<file path="src/rse_pkg.sv">
// constants and types for the rotate, subtract, swap and xor execution slice
// ---------------------------------------------------------------------------
// ---------------------------------------------------------------------------
package rse_pkg;
  // register byte offsets
  localparam logic [7:0] REG_INSTR  = 8'h00;
  localparam logic [7:0] REG_ACC    = 8'h04;
  localparam logic [7:0] REG_STATUS = 8'h08;
  localparam logic [7:0] REG_PC     = 8'h0C;
  localparam logic [7:0] REG_WDOG   = 8'h10;
  localparam logic [7:0] REG_FADDR  = 8'h14;
  localparam logic [7:0] REG_FDATA  = 8'h18;
  localparam logic [7:0] REG_CYCLES = 8'h1C;
  localparam logic [7:0] REG_WAKE   = 8'h20;
  // instruction word fields
  localparam int LIT_LSB  = 0;
  localparam int FAD_LSB  = 8;
  localparam int DEST_BIT = 15;
  localparam int OP_LSB   = 16;
  localparam int INSTR_W  = 20;
  localparam int FILE_AW  = 7;
  localparam int PC_W     = 13;
  // status bit positions
  localparam int SB_C   = 0;
  localparam int SB_DC  = 1;
  localparam int SB_Z   = 2;
  localparam int SB_PD  = 3;
  localparam int SB_TO  = 4;
  localparam int SB_SLP = 5;
  // reset values
  localparam logic [7:0]      ACC_RST = 8'h00;
  localparam logic [PC_W-1:0] PC_RST  = 13'h0000;
  localparam logic            PD_RST  = 1'b1;
  localparam logic            TO_RST  = 1'b1;
  // timing
  localparam int CLK_PERIOD_NS = 10;
  localparam int WD_TICK_NS    = 1000;
  localparam int WD_TICK_CYC   = WD_TICK_NS / CLK_PERIOD_NS;
  localparam logic [1:0] RD_LOAD = 2'd1;
  localparam logic [1:0] RD_LAST = 2'd2;

  typedef enum logic [3:0] {
    OP_NOP      = 4'h0,
    OP_ROT_L    = 4'h1,
    OP_ROT_R    = 4'h2,
    OP_LIT_SUB  = 4'h3,
    OP_REG_SUB  = 4'h4,
    OP_SWAP     = 4'h5,
    OP_REG_XOR  = 4'h6,
    OP_LIT_XOR  = 4'h7,
    OP_SLEEP    = 4'h8,
    OP_RETURN   = 4'h9,
    OP_CALL     = 4'hA,
    OP_SKIP_SET = 4'hB
  } rse_op_t;

  typedef enum logic [3:0] {
    ST_IDLE = 4'b0001,
    ST_READ = 4'b0010,
    ST_EXEC = 4'b0100,
    ST_TAIL = 4'b1000
  } rse_state_t;
endpackage

</file>
<file path="src/rse_exec_top.sv">
// execution slice: alu, flags, stack, watchdog, sleep and avalon register port
//
// Local design decisions: the address map and the Avalon-MM interface to the registers.
`timescale 1ns/1ps
`default_nettype none
module rse_exec_top
  import rse_pkg::*;
#(
  parameter int STACK_DEPTH = 8,
  parameter int WD_TICK     = WD_TICK_CYC
) (
  input  wire logic        clk,
  input  wire logic        sys_rst,
  input  wire logic [7:0]  avs_address,
  input  wire logic        avs_read,
  input  wire logic        avs_write,
  input  wire logic [31:0] avs_writedata,
  input  wire logic [3:0]  avs_byteenable,
  output logic      [31:0] avs_readdata,
  output logic             avs_waitrequest,
  output logic             osc_halt
);
  localparam int SP_W = $clog2(STACK_DEPTH);

  // ---------------------------------------------------------------------------
  // state
  // ---------------------------------------------------------------------------
  rse_state_t         st_q, st_d;
  logic [INSTR_W-1:0] instr_q;
  logic [7:0]         acc_q, pre_q, wdt_q;
  logic               c_q, dc_q, z_q, pd_q, to_q, sleep_q, skip_q;
  logic [PC_W-1:0]    pc_q;
  logic [PC_W-1:0]    stack_q [STACK_DEPTH];
  logic [SP_W-1:0]    sp_q;
  logic [FILE_AW-1:0] faddr_q;
  logic [31:0]        cyc_q, div_q;
  logic [1:0]         rd_cnt_q;

  // ---------------------------------------------------------------------------
  // bus decode
  // ---------------------------------------------------------------------------
  wire        busy      = (st_q != ST_IDLE);
  wire        wr_ok     = avs_write & ~busy;
  wire        be0       = avs_byteenable[0];
  wire        sel_instr = (avs_address == REG_INSTR);
  wire        sel_acc   = (avs_address == REG_ACC);
  wire        sel_stat  = (avs_address == REG_STATUS);
  wire        sel_pc    = (avs_address == REG_PC);
  wire        sel_wdog  = (avs_address == REG_WDOG);
  wire        sel_faddr = (avs_address == REG_FADDR);
  wire        sel_fdata = (avs_address == REG_FDATA);
  wire        sel_cyc   = (avs_address == REG_CYCLES);
  wire        sel_wake  = (avs_address == REG_WAKE);
  wire        rd_last   = (rd_cnt_q == RD_LAST);
  wire [31:0] be_mask   = {{8{avs_byteenable[3]}}, {8{avs_byteenable[2]}},
                           {8{avs_byteenable[1]}}, {8{be0}}};
  wire [31:0] instr_wr  = ({12'h000, instr_q} & ~be_mask) | (avs_writedata & be_mask);
  wire [31:0] pc_wr     = ({19'h00000, pc_q} & ~be_mask) | (avs_writedata & be_mask);
  wire        issue     = wr_ok & sel_instr & ~sleep_q;

  assign avs_waitrequest = (avs_write & busy) | (avs_read & ~rd_last);
  assign osc_halt        = sleep_q;

  // ---------------------------------------------------------------------------
  // instruction fields and alu
  // ---------------------------------------------------------------------------
  wire rse_op_t      op   = rse_op_t'(instr_q[OP_LSB +: 4]);
  wire               dest = instr_q[DEST_BIT];
  wire [FILE_AW-1:0] fad  = instr_q[FAD_LSB +: FILE_AW];
  wire [7:0]         lit  = instr_q[LIT_LSB +: 8];
  logic [7:0]        opnd;
  logic [7:0]        res;
  logic              new_c, upd_c, upd_dc, upd_z;

  wire        lit_op   = (op == OP_LIT_SUB) | (op == OP_LIT_XOR);
  wire        res_op   = (op >= OP_ROT_L) & (op <= OP_LIT_XOR);
  wire [7:0]  minuend  = lit_op ? lit : opnd;
  wire [8:0]  sub_sum  = {1'b0, minuend} + {1'b0, ~acc_q} + 9'h001;
  wire [4:0]  sub_nib  = {1'b0, minuend[3:0]} + {1'b0, ~acc_q[3:0]} + 5'h01;
  wire        go       = (st_q == ST_EXEC) & ~skip_q;
  wire        wr_acc   = go & res_op & (lit_op | ~dest);
  wire        wr_file  = go & res_op & ~lit_op & dest;
  wire        go_sleep = go & (op == OP_SLEEP);
  wire        go_call  = go & (op == OP_CALL);
  wire        go_ret   = go & (op == OP_RETURN);
  wire        skip_hit = go & (op == OP_SKIP_SET) & opnd[lit[2:0]];
  wire [SP_W-1:0] sp_top = sp_q - 1'b1;
  wire [PC_W-1:0] stack_head = stack_q[sp_top];
  wire [PC_W-1:0] pc_inc = pc_q + 1'b1;

  always_comb begin
    res    = opnd;
    new_c  = c_q;
    upd_c  = 1'b0;
    upd_dc = 1'b0;
    upd_z  = 1'b0;
    unique case (op)
      OP_ROT_L: begin
        res   = {opnd[6:0], c_q};
        new_c = opnd[7];
        upd_c = 1'b1;
      end
      OP_ROT_R: begin
        res   = {c_q, opnd[7:1]};
        new_c = opnd[0];
        upd_c = 1'b1;
      end
      OP_LIT_SUB, OP_REG_SUB: begin
        res    = sub_sum[7:0];
        new_c  = sub_sum[8];
        upd_c  = 1'b1;
        upd_dc = 1'b1;
        upd_z  = 1'b1;
      end
      OP_SWAP: res = {opnd[3:0], opnd[7:4]};
      OP_REG_XOR: begin
        res   = acc_q ^ opnd;
        upd_z = 1'b1;
      end
      OP_LIT_XOR: begin
        res   = acc_q ^ lit;
        upd_z = 1'b1;
      end
      default: res = opnd;
    endcase
  end

  // ---------------------------------------------------------------------------
  // data file
  // ---------------------------------------------------------------------------
  wire bus_fwr = wr_ok & sel_fdata & be0;

  rse_regfile_mem #(
    .DW (8),
    .AW (FILE_AW)
  ) u_file (
    .clk   (clk),
    .we    (wr_file | bus_fwr),
    .waddr (wr_file ? fad : faddr_q),
    .wdata (wr_file ? res : avs_writedata[7:0]),
    .raddr (busy ? fad : faddr_q),
    .rdata (opnd)
  );

  // ---------------------------------------------------------------------------
  // sequencer
  // ---------------------------------------------------------------------------
  always_comb begin
    st_d = st_q;
    unique case (st_q)
      ST_IDLE: if (issue) st_d = ST_READ;
      ST_READ: st_d = ST_EXEC;
      ST_EXEC: st_d = (go_call | go_ret) ? ST_TAIL : ST_IDLE;
      ST_TAIL: st_d = ST_IDLE;
      default: st_d = ST_IDLE;
    endcase
  end

  always_ff @(posedge clk or posedge sys_rst) begin
    if (sys_rst) begin
      st_q    <= ST_IDLE;
      instr_q <= '0;
      skip_q  <= 1'b0;
      cyc_q   <= '0;
    end else begin
      st_q <= st_d;
      if (issue) instr_q <= instr_wr[INSTR_W-1:0];
      if (st_q == ST_EXEC) skip_q <= skip_hit;
      if ((st_q == ST_EXEC) | (st_q == ST_TAIL)) cyc_q <= cyc_q + 32'd1;
    end
  end

  // ---------------------------------------------------------------------------
  // accumulator and flags
  // ---------------------------------------------------------------------------
  wire wd_tick = (div_q == 32'(WD_TICK - 1));
  wire wd_ovf  = wd_tick & (pre_q == 8'hFF) & (wdt_q == 8'hFF);

  always_ff @(posedge clk or posedge sys_rst) begin
    if (sys_rst) begin
      acc_q <= ACC_RST;
      c_q   <= 1'b0;
      dc_q  <= 1'b0;
      z_q   <= 1'b0;
    end else if (go) begin
      if (wr_acc) acc_q <= res;
      if (upd_c) c_q <= new_c;
      if (upd_dc) dc_q <= sub_nib[4];
      if (upd_z) z_q <= (res == 8'h00);
    end else begin
      if (wr_ok & sel_acc & be0) acc_q <= avs_writedata[7:0];
      if (wr_ok & sel_stat & be0) begin
        c_q  <= avs_writedata[SB_C];
        dc_q <= avs_writedata[SB_DC];
        z_q  <= avs_writedata[SB_Z];
      end
    end
  end

  // sleep wins over a watchdog timeout in the same cycle, since it also clears the watchdog
  always_ff @(posedge clk or posedge sys_rst) begin
    if (sys_rst) begin
      pd_q    <= PD_RST;
      to_q    <= TO_RST;
      sleep_q <= 1'b0;
    end else if (go_sleep) begin
      pd_q    <= 1'b0;
      to_q    <= 1'b1;
      sleep_q <= 1'b1;
    end else begin
      if (wd_ovf) to_q <= 1'b0;
      if (wd_ovf | (wr_ok & sel_wake)) sleep_q <= 1'b0;
    end
  end

  // ---------------------------------------------------------------------------
  // watchdog divider, prescaler and counter
  // ---------------------------------------------------------------------------
  always_ff @(posedge clk or posedge sys_rst) begin
    if (sys_rst) begin
      div_q <= '0;
      pre_q <= 8'h00;
      wdt_q <= 8'h00;
    end else if (go_sleep) begin
      div_q <= '0;
      pre_q <= 8'h00;
      wdt_q <= 8'h00;
    end else begin
      div_q <= wd_tick ? 32'd0 : div_q + 32'd1;
      if (wd_tick) pre_q <= pre_q + 8'h01;
      if (wd_tick & (pre_q == 8'hFF)) wdt_q <= wdt_q + 8'h01;
    end
  end

  // ---------------------------------------------------------------------------
  // program counter and stack
  // ---------------------------------------------------------------------------
  always_ff @(posedge clk or posedge sys_rst) begin
    if (sys_rst) begin
      pc_q <= PC_RST;
      sp_q <= '0;
      for (int i = 0; i < STACK_DEPTH; i++) begin
        stack_q[i] <= PC_RST;
      end
    end else if (st_q == ST_EXEC) begin
      if (go_call) begin
        stack_q[sp_q] <= pc_inc;
        sp_q          <= sp_q + 1'b1;
        pc_q          <= {fad[4:0], lit};
      end else if (go_ret) begin
        sp_q <= sp_top;
        pc_q <= stack_head;
      end else begin
        pc_q <= pc_inc;
      end
    end else if (wr_ok & sel_pc) begin
      pc_q <= pc_wr[PC_W-1:0];
    end
  end

  // ---------------------------------------------------------------------------
  // register read path
  // ---------------------------------------------------------------------------
  logic [31:0] stat_w;
  always_comb begin
    stat_w         = 32'h0;
    stat_w[SB_C]   = c_q;
    stat_w[SB_DC]  = dc_q;
    stat_w[SB_Z]   = z_q;
    stat_w[SB_PD]  = pd_q;
    stat_w[SB_TO]  = to_q;
    stat_w[SB_SLP] = sleep_q;
  end

  wire [31:0] rd_mux = sel_instr ? {12'h000, instr_q} :
                       sel_acc   ? {24'h000000, acc_q} :
                       sel_stat  ? stat_w :
                       sel_pc    ? {19'h00000, pc_q} :
                       sel_wdog  ? {16'h0000, pre_q, wdt_q} :
                       sel_faddr ? {25'h0000000, faddr_q} :
                       sel_fdata ? {24'h000000, opnd} :
                       sel_cyc   ? cyc_q : 32'h0;

  always_ff @(posedge clk or posedge sys_rst) begin
    if (sys_rst) begin
      rd_cnt_q     <= 2'd0;
      avs_readdata <= 32'h0;
      faddr_q      <= '0;
    end else begin
      if (rd_last) rd_cnt_q <= 2'd0;
      else if (avs_read & ~busy) rd_cnt_q <= rd_cnt_q + 2'd1;
      if (rd_cnt_q == RD_LOAD) avs_readdata <= rd_mux;
      if (wr_ok & sel_faddr & be0) faddr_q <= avs_writedata[FILE_AW-1:0];
    end
  end

  // ---------------------------------------------------------------------------
  // assertions
  // ---------------------------------------------------------------------------
  logic [7:0]      chk_opnd_q, chk_acc_q;
  logic            chk_c_q;
  logic [PC_W-1:0] chk_head_q;
  always_ff @(posedge clk) begin
    chk_opnd_q <= opnd;
    chk_acc_q  <= acc_q;
    chk_c_q    <= c_q;
    chk_head_q <= stack_head;
  end
endmodule
`default_nettype wire

</file>
<file path="src/rse_regfile_mem.sv">
// data file memory with registered read port
`timescale 1ns/1ps
`default_nettype none
module rse_regfile_mem #(
  parameter int DW = 8,
  parameter int AW = 7
) (
  input  wire logic          clk,
  input  wire logic          we,
  input  wire logic [AW-1:0] waddr,
  input  wire logic [DW-1:0] wdata,
  input  wire logic [AW-1:0] raddr,
  output logic      [DW-1:0] rdata
);
  logic [DW-1:0] mem [0:(1<<AW)-1];

  always_ff @(posedge clk) begin
    if (we) begin
      mem[waddr] <= wdata;
    end
    rdata <= mem[raddr];
  end
endmodule
`default_nettype wire

</file>
<file path="config.mk">
export PLATFORM = sky130hd
export DESIGN_NAME = rse_exec_top
export DESIGN_NICKNAME = d
export VERILOG_FILES = /design/src/rse_pkg.sv /design/src/rse_exec_top.sv /design/src/rse_regfile_mem.sv
export SDC_FILE = /design/constraint.sdc
export NUM_CORES = 2
export LEC_CHECK = 0
export CAP_MARGIN = 5
export CORE_MARGIN = 4
export CORE_UTILIZATION = 44
export CTS_CLUSTER_DIAMETER = 150
export DETAILED_ROUTE_END_ITERATION = 8
export DONT_BUFFER_PORTS = 1
export GPL_ROUTABILITY_DRIVEN = 0
export PLACE_DENSITY = 0.64
export SLEW_MARGIN = 20
export SYNTH_ARGS = -nofsm -noshare
export SYNTH_HDL_FRONTEND = slang
export SYNTH_SLANG_ARGS = --single-unit
</file>
<file path="constraint.sdc">
create_clock -name clk -period 13.2 [get_ports clk]
set_input_delay 1.98 -clock clk [delete_from_list [all_inputs] [get_ports clk]]
set_output_delay 1.98 -clock clk [all_outputs]
set_load 0.005 [all_outputs]
</file>
==> results.md <==
* Footprint of the multi-input gates at 16100 µm²
* Cell count after synthesis at 4118
* Clock Pin Slew Worst Setup and Hold Paths at 0.06 ns
* Synth area leaders: edfxtp_1 56%, dfrtp_1 13%, nand2_1 4.9%, mux2i_1 3.6%, mux4_2 3.1%
* Global Route Usage Sum at 21.1%
* Drt via density at 5.83
* Via count at 33855
* Pin count of the biggest net entering global routing at 147
* Setup Slack @ Placement at 7.93 ns
* CTS tree: done
* Initial Utilization at 44.5%
* Number of fill cells in the layout at 10446
* TritonCTS Buffers at 136
* Critical Path Fanout Max at 41
* Netlist cell types at 86
* Leak at 0.0212 µW
* Crit path largest cell delay at 0.63 ns
* CTS root buffer: clkbuf_16
* Worst reg2reg path startpoint: st_q[0]$_DFFE_PP1P_
* Top_reg_cell synth: edfxtp_1
* I/O pins at 82
* FMAX at 0.196 GHz
* Peak VDD IR at 0.0992 mV
* Worst clock skew at 0.0329 ns
* Crit-path cells: nor4b_4 > buf_4 > mux2_4 > buf_4 > buf_4 > mux2i_1 > a22oi_1 > nand2_1 > a2111oi_2 > o211ai_1 > nor2_1
* DP Area at 56700 µm²
* Number of global-route vias before repair at 32571
* Initial antenna violation count at 1
* Yosys top cell area share at 55.7%
* WL/cell at 24.1 µm
* Post-CTS sizing at 0
* Crit path max-delay cell type: buf_4
* Outcome: completed
* Layout cells sized above 1 at 10.7%
* I/O Buffers at 0
* Sequential element share of the synthesized area at 68.7%
* Pwr dens at 152 nW/µm²
* Total wire length at 140000 µm
* CP endpoint kind: register
* Worst slew margin at 20.6%
* Yosys warns at 0
* Ys async rst share at 21.3%
* Arrival @ worst endpoint at 5.70 ns
* #FFs+latches synth at 1312
* Global route overflow at 0
* Initial DRT Pass Iterations at 8
* H-tree Lvls at 4
* Post CTS Setup Buffer Count at 0
* Final setup margin at 8.10 ns
* Worst-case clock buffer depth at 3
* Remaining DRCs at 0
* Post-layout minimum cycle time at 5.10 ns
* P&R area growth vs syn at 10.6%
* DRT iter0 DRCs at 3674
* Critical Path Start Type: register
* First-pass GRT wire length at 211000 µm
* Final-report hold violation count at 0
* Rows at 129
* Top post-synthesis cells by count: 1024 x edfxtp_1, 720 x nand2_1, 277 x dfrtp_1, 251 x nor2_1, 212 x a21oi_1
* Max-slew violation count at 0
* Register area at 37900 µm²
* Number of synthesized flops with an enable pin at 1024
* Setup-failing EPs final at 0
* Final core utilization at 49.2%
* Clk sinks at 1312
* Min-delay src: cyc_q[31]$_DFFE_PP0P_
* Type of the tightest min-delay check: register to register
* Clock latency on the worst-skew pair at 0.74 ns
* Setup CP Type: register to register
* Remaining antenna violation count at 0
* Max-Cap Viols at 0
* Most frequent cell after synthesis: edfxtp_1
* RSZ-0062 raised after global routing: false
* Worst Path Required at 13.80 ns
* Fin area at 61000 µm²
* Detail Placement HPWL at 84000 µm
* # hold bufs at CTS at 0
* Core area at 124000 µm²
* Synthesized Nets at 4183
* Die Span Y at 362 µm
* Fin crit share at 38.6%
* Least-Margin Pin Slew at 1.19 ns
* Mapped Area at 55200 µm²
* Die area at 131000 µm²
* Nets at 4128
* Die width at 362 µm
* CP Launch Point: st_q[0]$_DFFE_PP1P_
* Most frequent CP cell: buf_4
* Setup TNS at 0 ns
* Antenna diode count at 0
* Largest area contributor in the netlist: edfxtp_1
* Avg Cell Area, Syn at 13.4 µm²
[critical path: cells and delay by family (launching register included)]
family | cells | cell delay [ns]
AOI/OAI and AO/OA | 3 | 1.15
and+or+nand+nor | 3 | 0.95
muxes | 2 | 0.68
DFF | 1 | 0.56
buffers and inverters | 3 | 1.56
[state kept, by name (all words and copies together) (netlist names), 2 cells and up, named ones only]
name and flops:
acc_q 8, stack_q 104, rd_cnt_q 2, u_file.rdata 8, sp_q 3, wdt_q 8
cyc_q 32, avs_readdata 32, u_file.mem 1024, faddr_q 7, pre_q 8, st_q 4
div_q 32
[stage by stage]
step	instances	hold WS (ns)	total power (µW)
floorplan	4118	0.442	5310
global placement	5560	0.456	5650
detailed placement	5561	0.464	5660
CTS	5806	0.472	9360
global route	5807	0.481	9630
finish	5807	0.468	9310
[where the power goes]
group / switching, µW / leakage, µW / internal (µW) / total (µW)
registers: 58.4 / 0.0131 / 4480 / 4540
logic: 722 / 0.00601 / 321 / 1040
clock network: 1570 / 0.00211 / 2160 / 3720
total: 2350 / 0.0212 / 6960 / 9310
[layout make-up]
cell class,count,area share (%)
multi-input combinational,2519,26.4
timing repair buffer,63,0.849
clock inverter,68,0.931
sequential,1312,62.1
inverter,31,0.211
tap,1637,3.36
clock buffer,177,6.13
[layout by cell type (no fill, tap or decap), types with 19 or more instances in the layout]
| master | count |
|---|---|
| nor2_1 | 249 |
| nand4_1 | 40 |
| a31oi_1 | 45 |
| nand2_1 | 717 |
| a22o_1 | 21 |
| buf_4 | 58 |
| edfxtp_1 | 1024 |
| xnor2_1 | 49 |
| a21oi_1 | 211 |
| clkinv_1 | 32 |
| a22oi_1 | 43 |
| clkbuf_16 | 141 |
| mux2i_1 | 196 |
| mux4_2 | 77 |
| dfrtp_1 | 276 |
| inv_1 | 30 |
| or2_2 | 19 |
| mux2_2 | 45 |
| nor4_1 | 60 |
| and3_1 | 23 |
| nor3_1 | 26 |
| xor2_1 | 44 |
| nand3_1 | 141 |
| a32oi_1 | 33 |
| o22ai_1 | 27 |
| o21ai_0 | 176 |
| nor2b_1 | 20 |
| clkbuf_1 | 28 |
[per-layer routing]
layer  up-vias  routed length, µm  track usage [%]  part of all wire (%)
li1      15281                  -                -                     -
met1     17000              59100             29.9                    42
met2      1330              65800             33.5                    47
met3       244              11200             3.96                   8.0
met4         0               3810             6.26                   2.7
met5         -                  0                0                     0
[final timing paths]
check,to,slack (ns),cells after the start
setup / recovery,u_file.rdata[5]$_DFF_P_,8.10,11
setup reg to reg,u_file.rdata[5]$_DFF_P_,8.10,11
hold reg to reg,cyc_q[31]$_DFFE_PP0P_,0.47,1
hold / removal,cyc_q[31]$_DFFE_PP0P_,0.47,1
max in group asynchronous,faddr_q[0]$_DFFE_PP0P_,10.57,2
min in group asynchronous,stack_q[56]$_DFFE_PP0P_,1.22,1
[kinds of logic after synthesis]
| family | after synthesis | synth area share [%] |
|---|---|---|
| and+or+nand+nor | 1393 | 11.3 |
| DFF | 1312 | 68.7 |
| AOI/OAI and AO/OA | 682 | 7.69 |
| muxes | 333 | 7.93 |
| buffers and inverters | 287 | 2.44 |
| xor gates and xnor gates | 94 | 1.49 |
| adders and majority gates | 17 | 0.399 |
No activity file was read; power rests on OpenSTA's default activity.
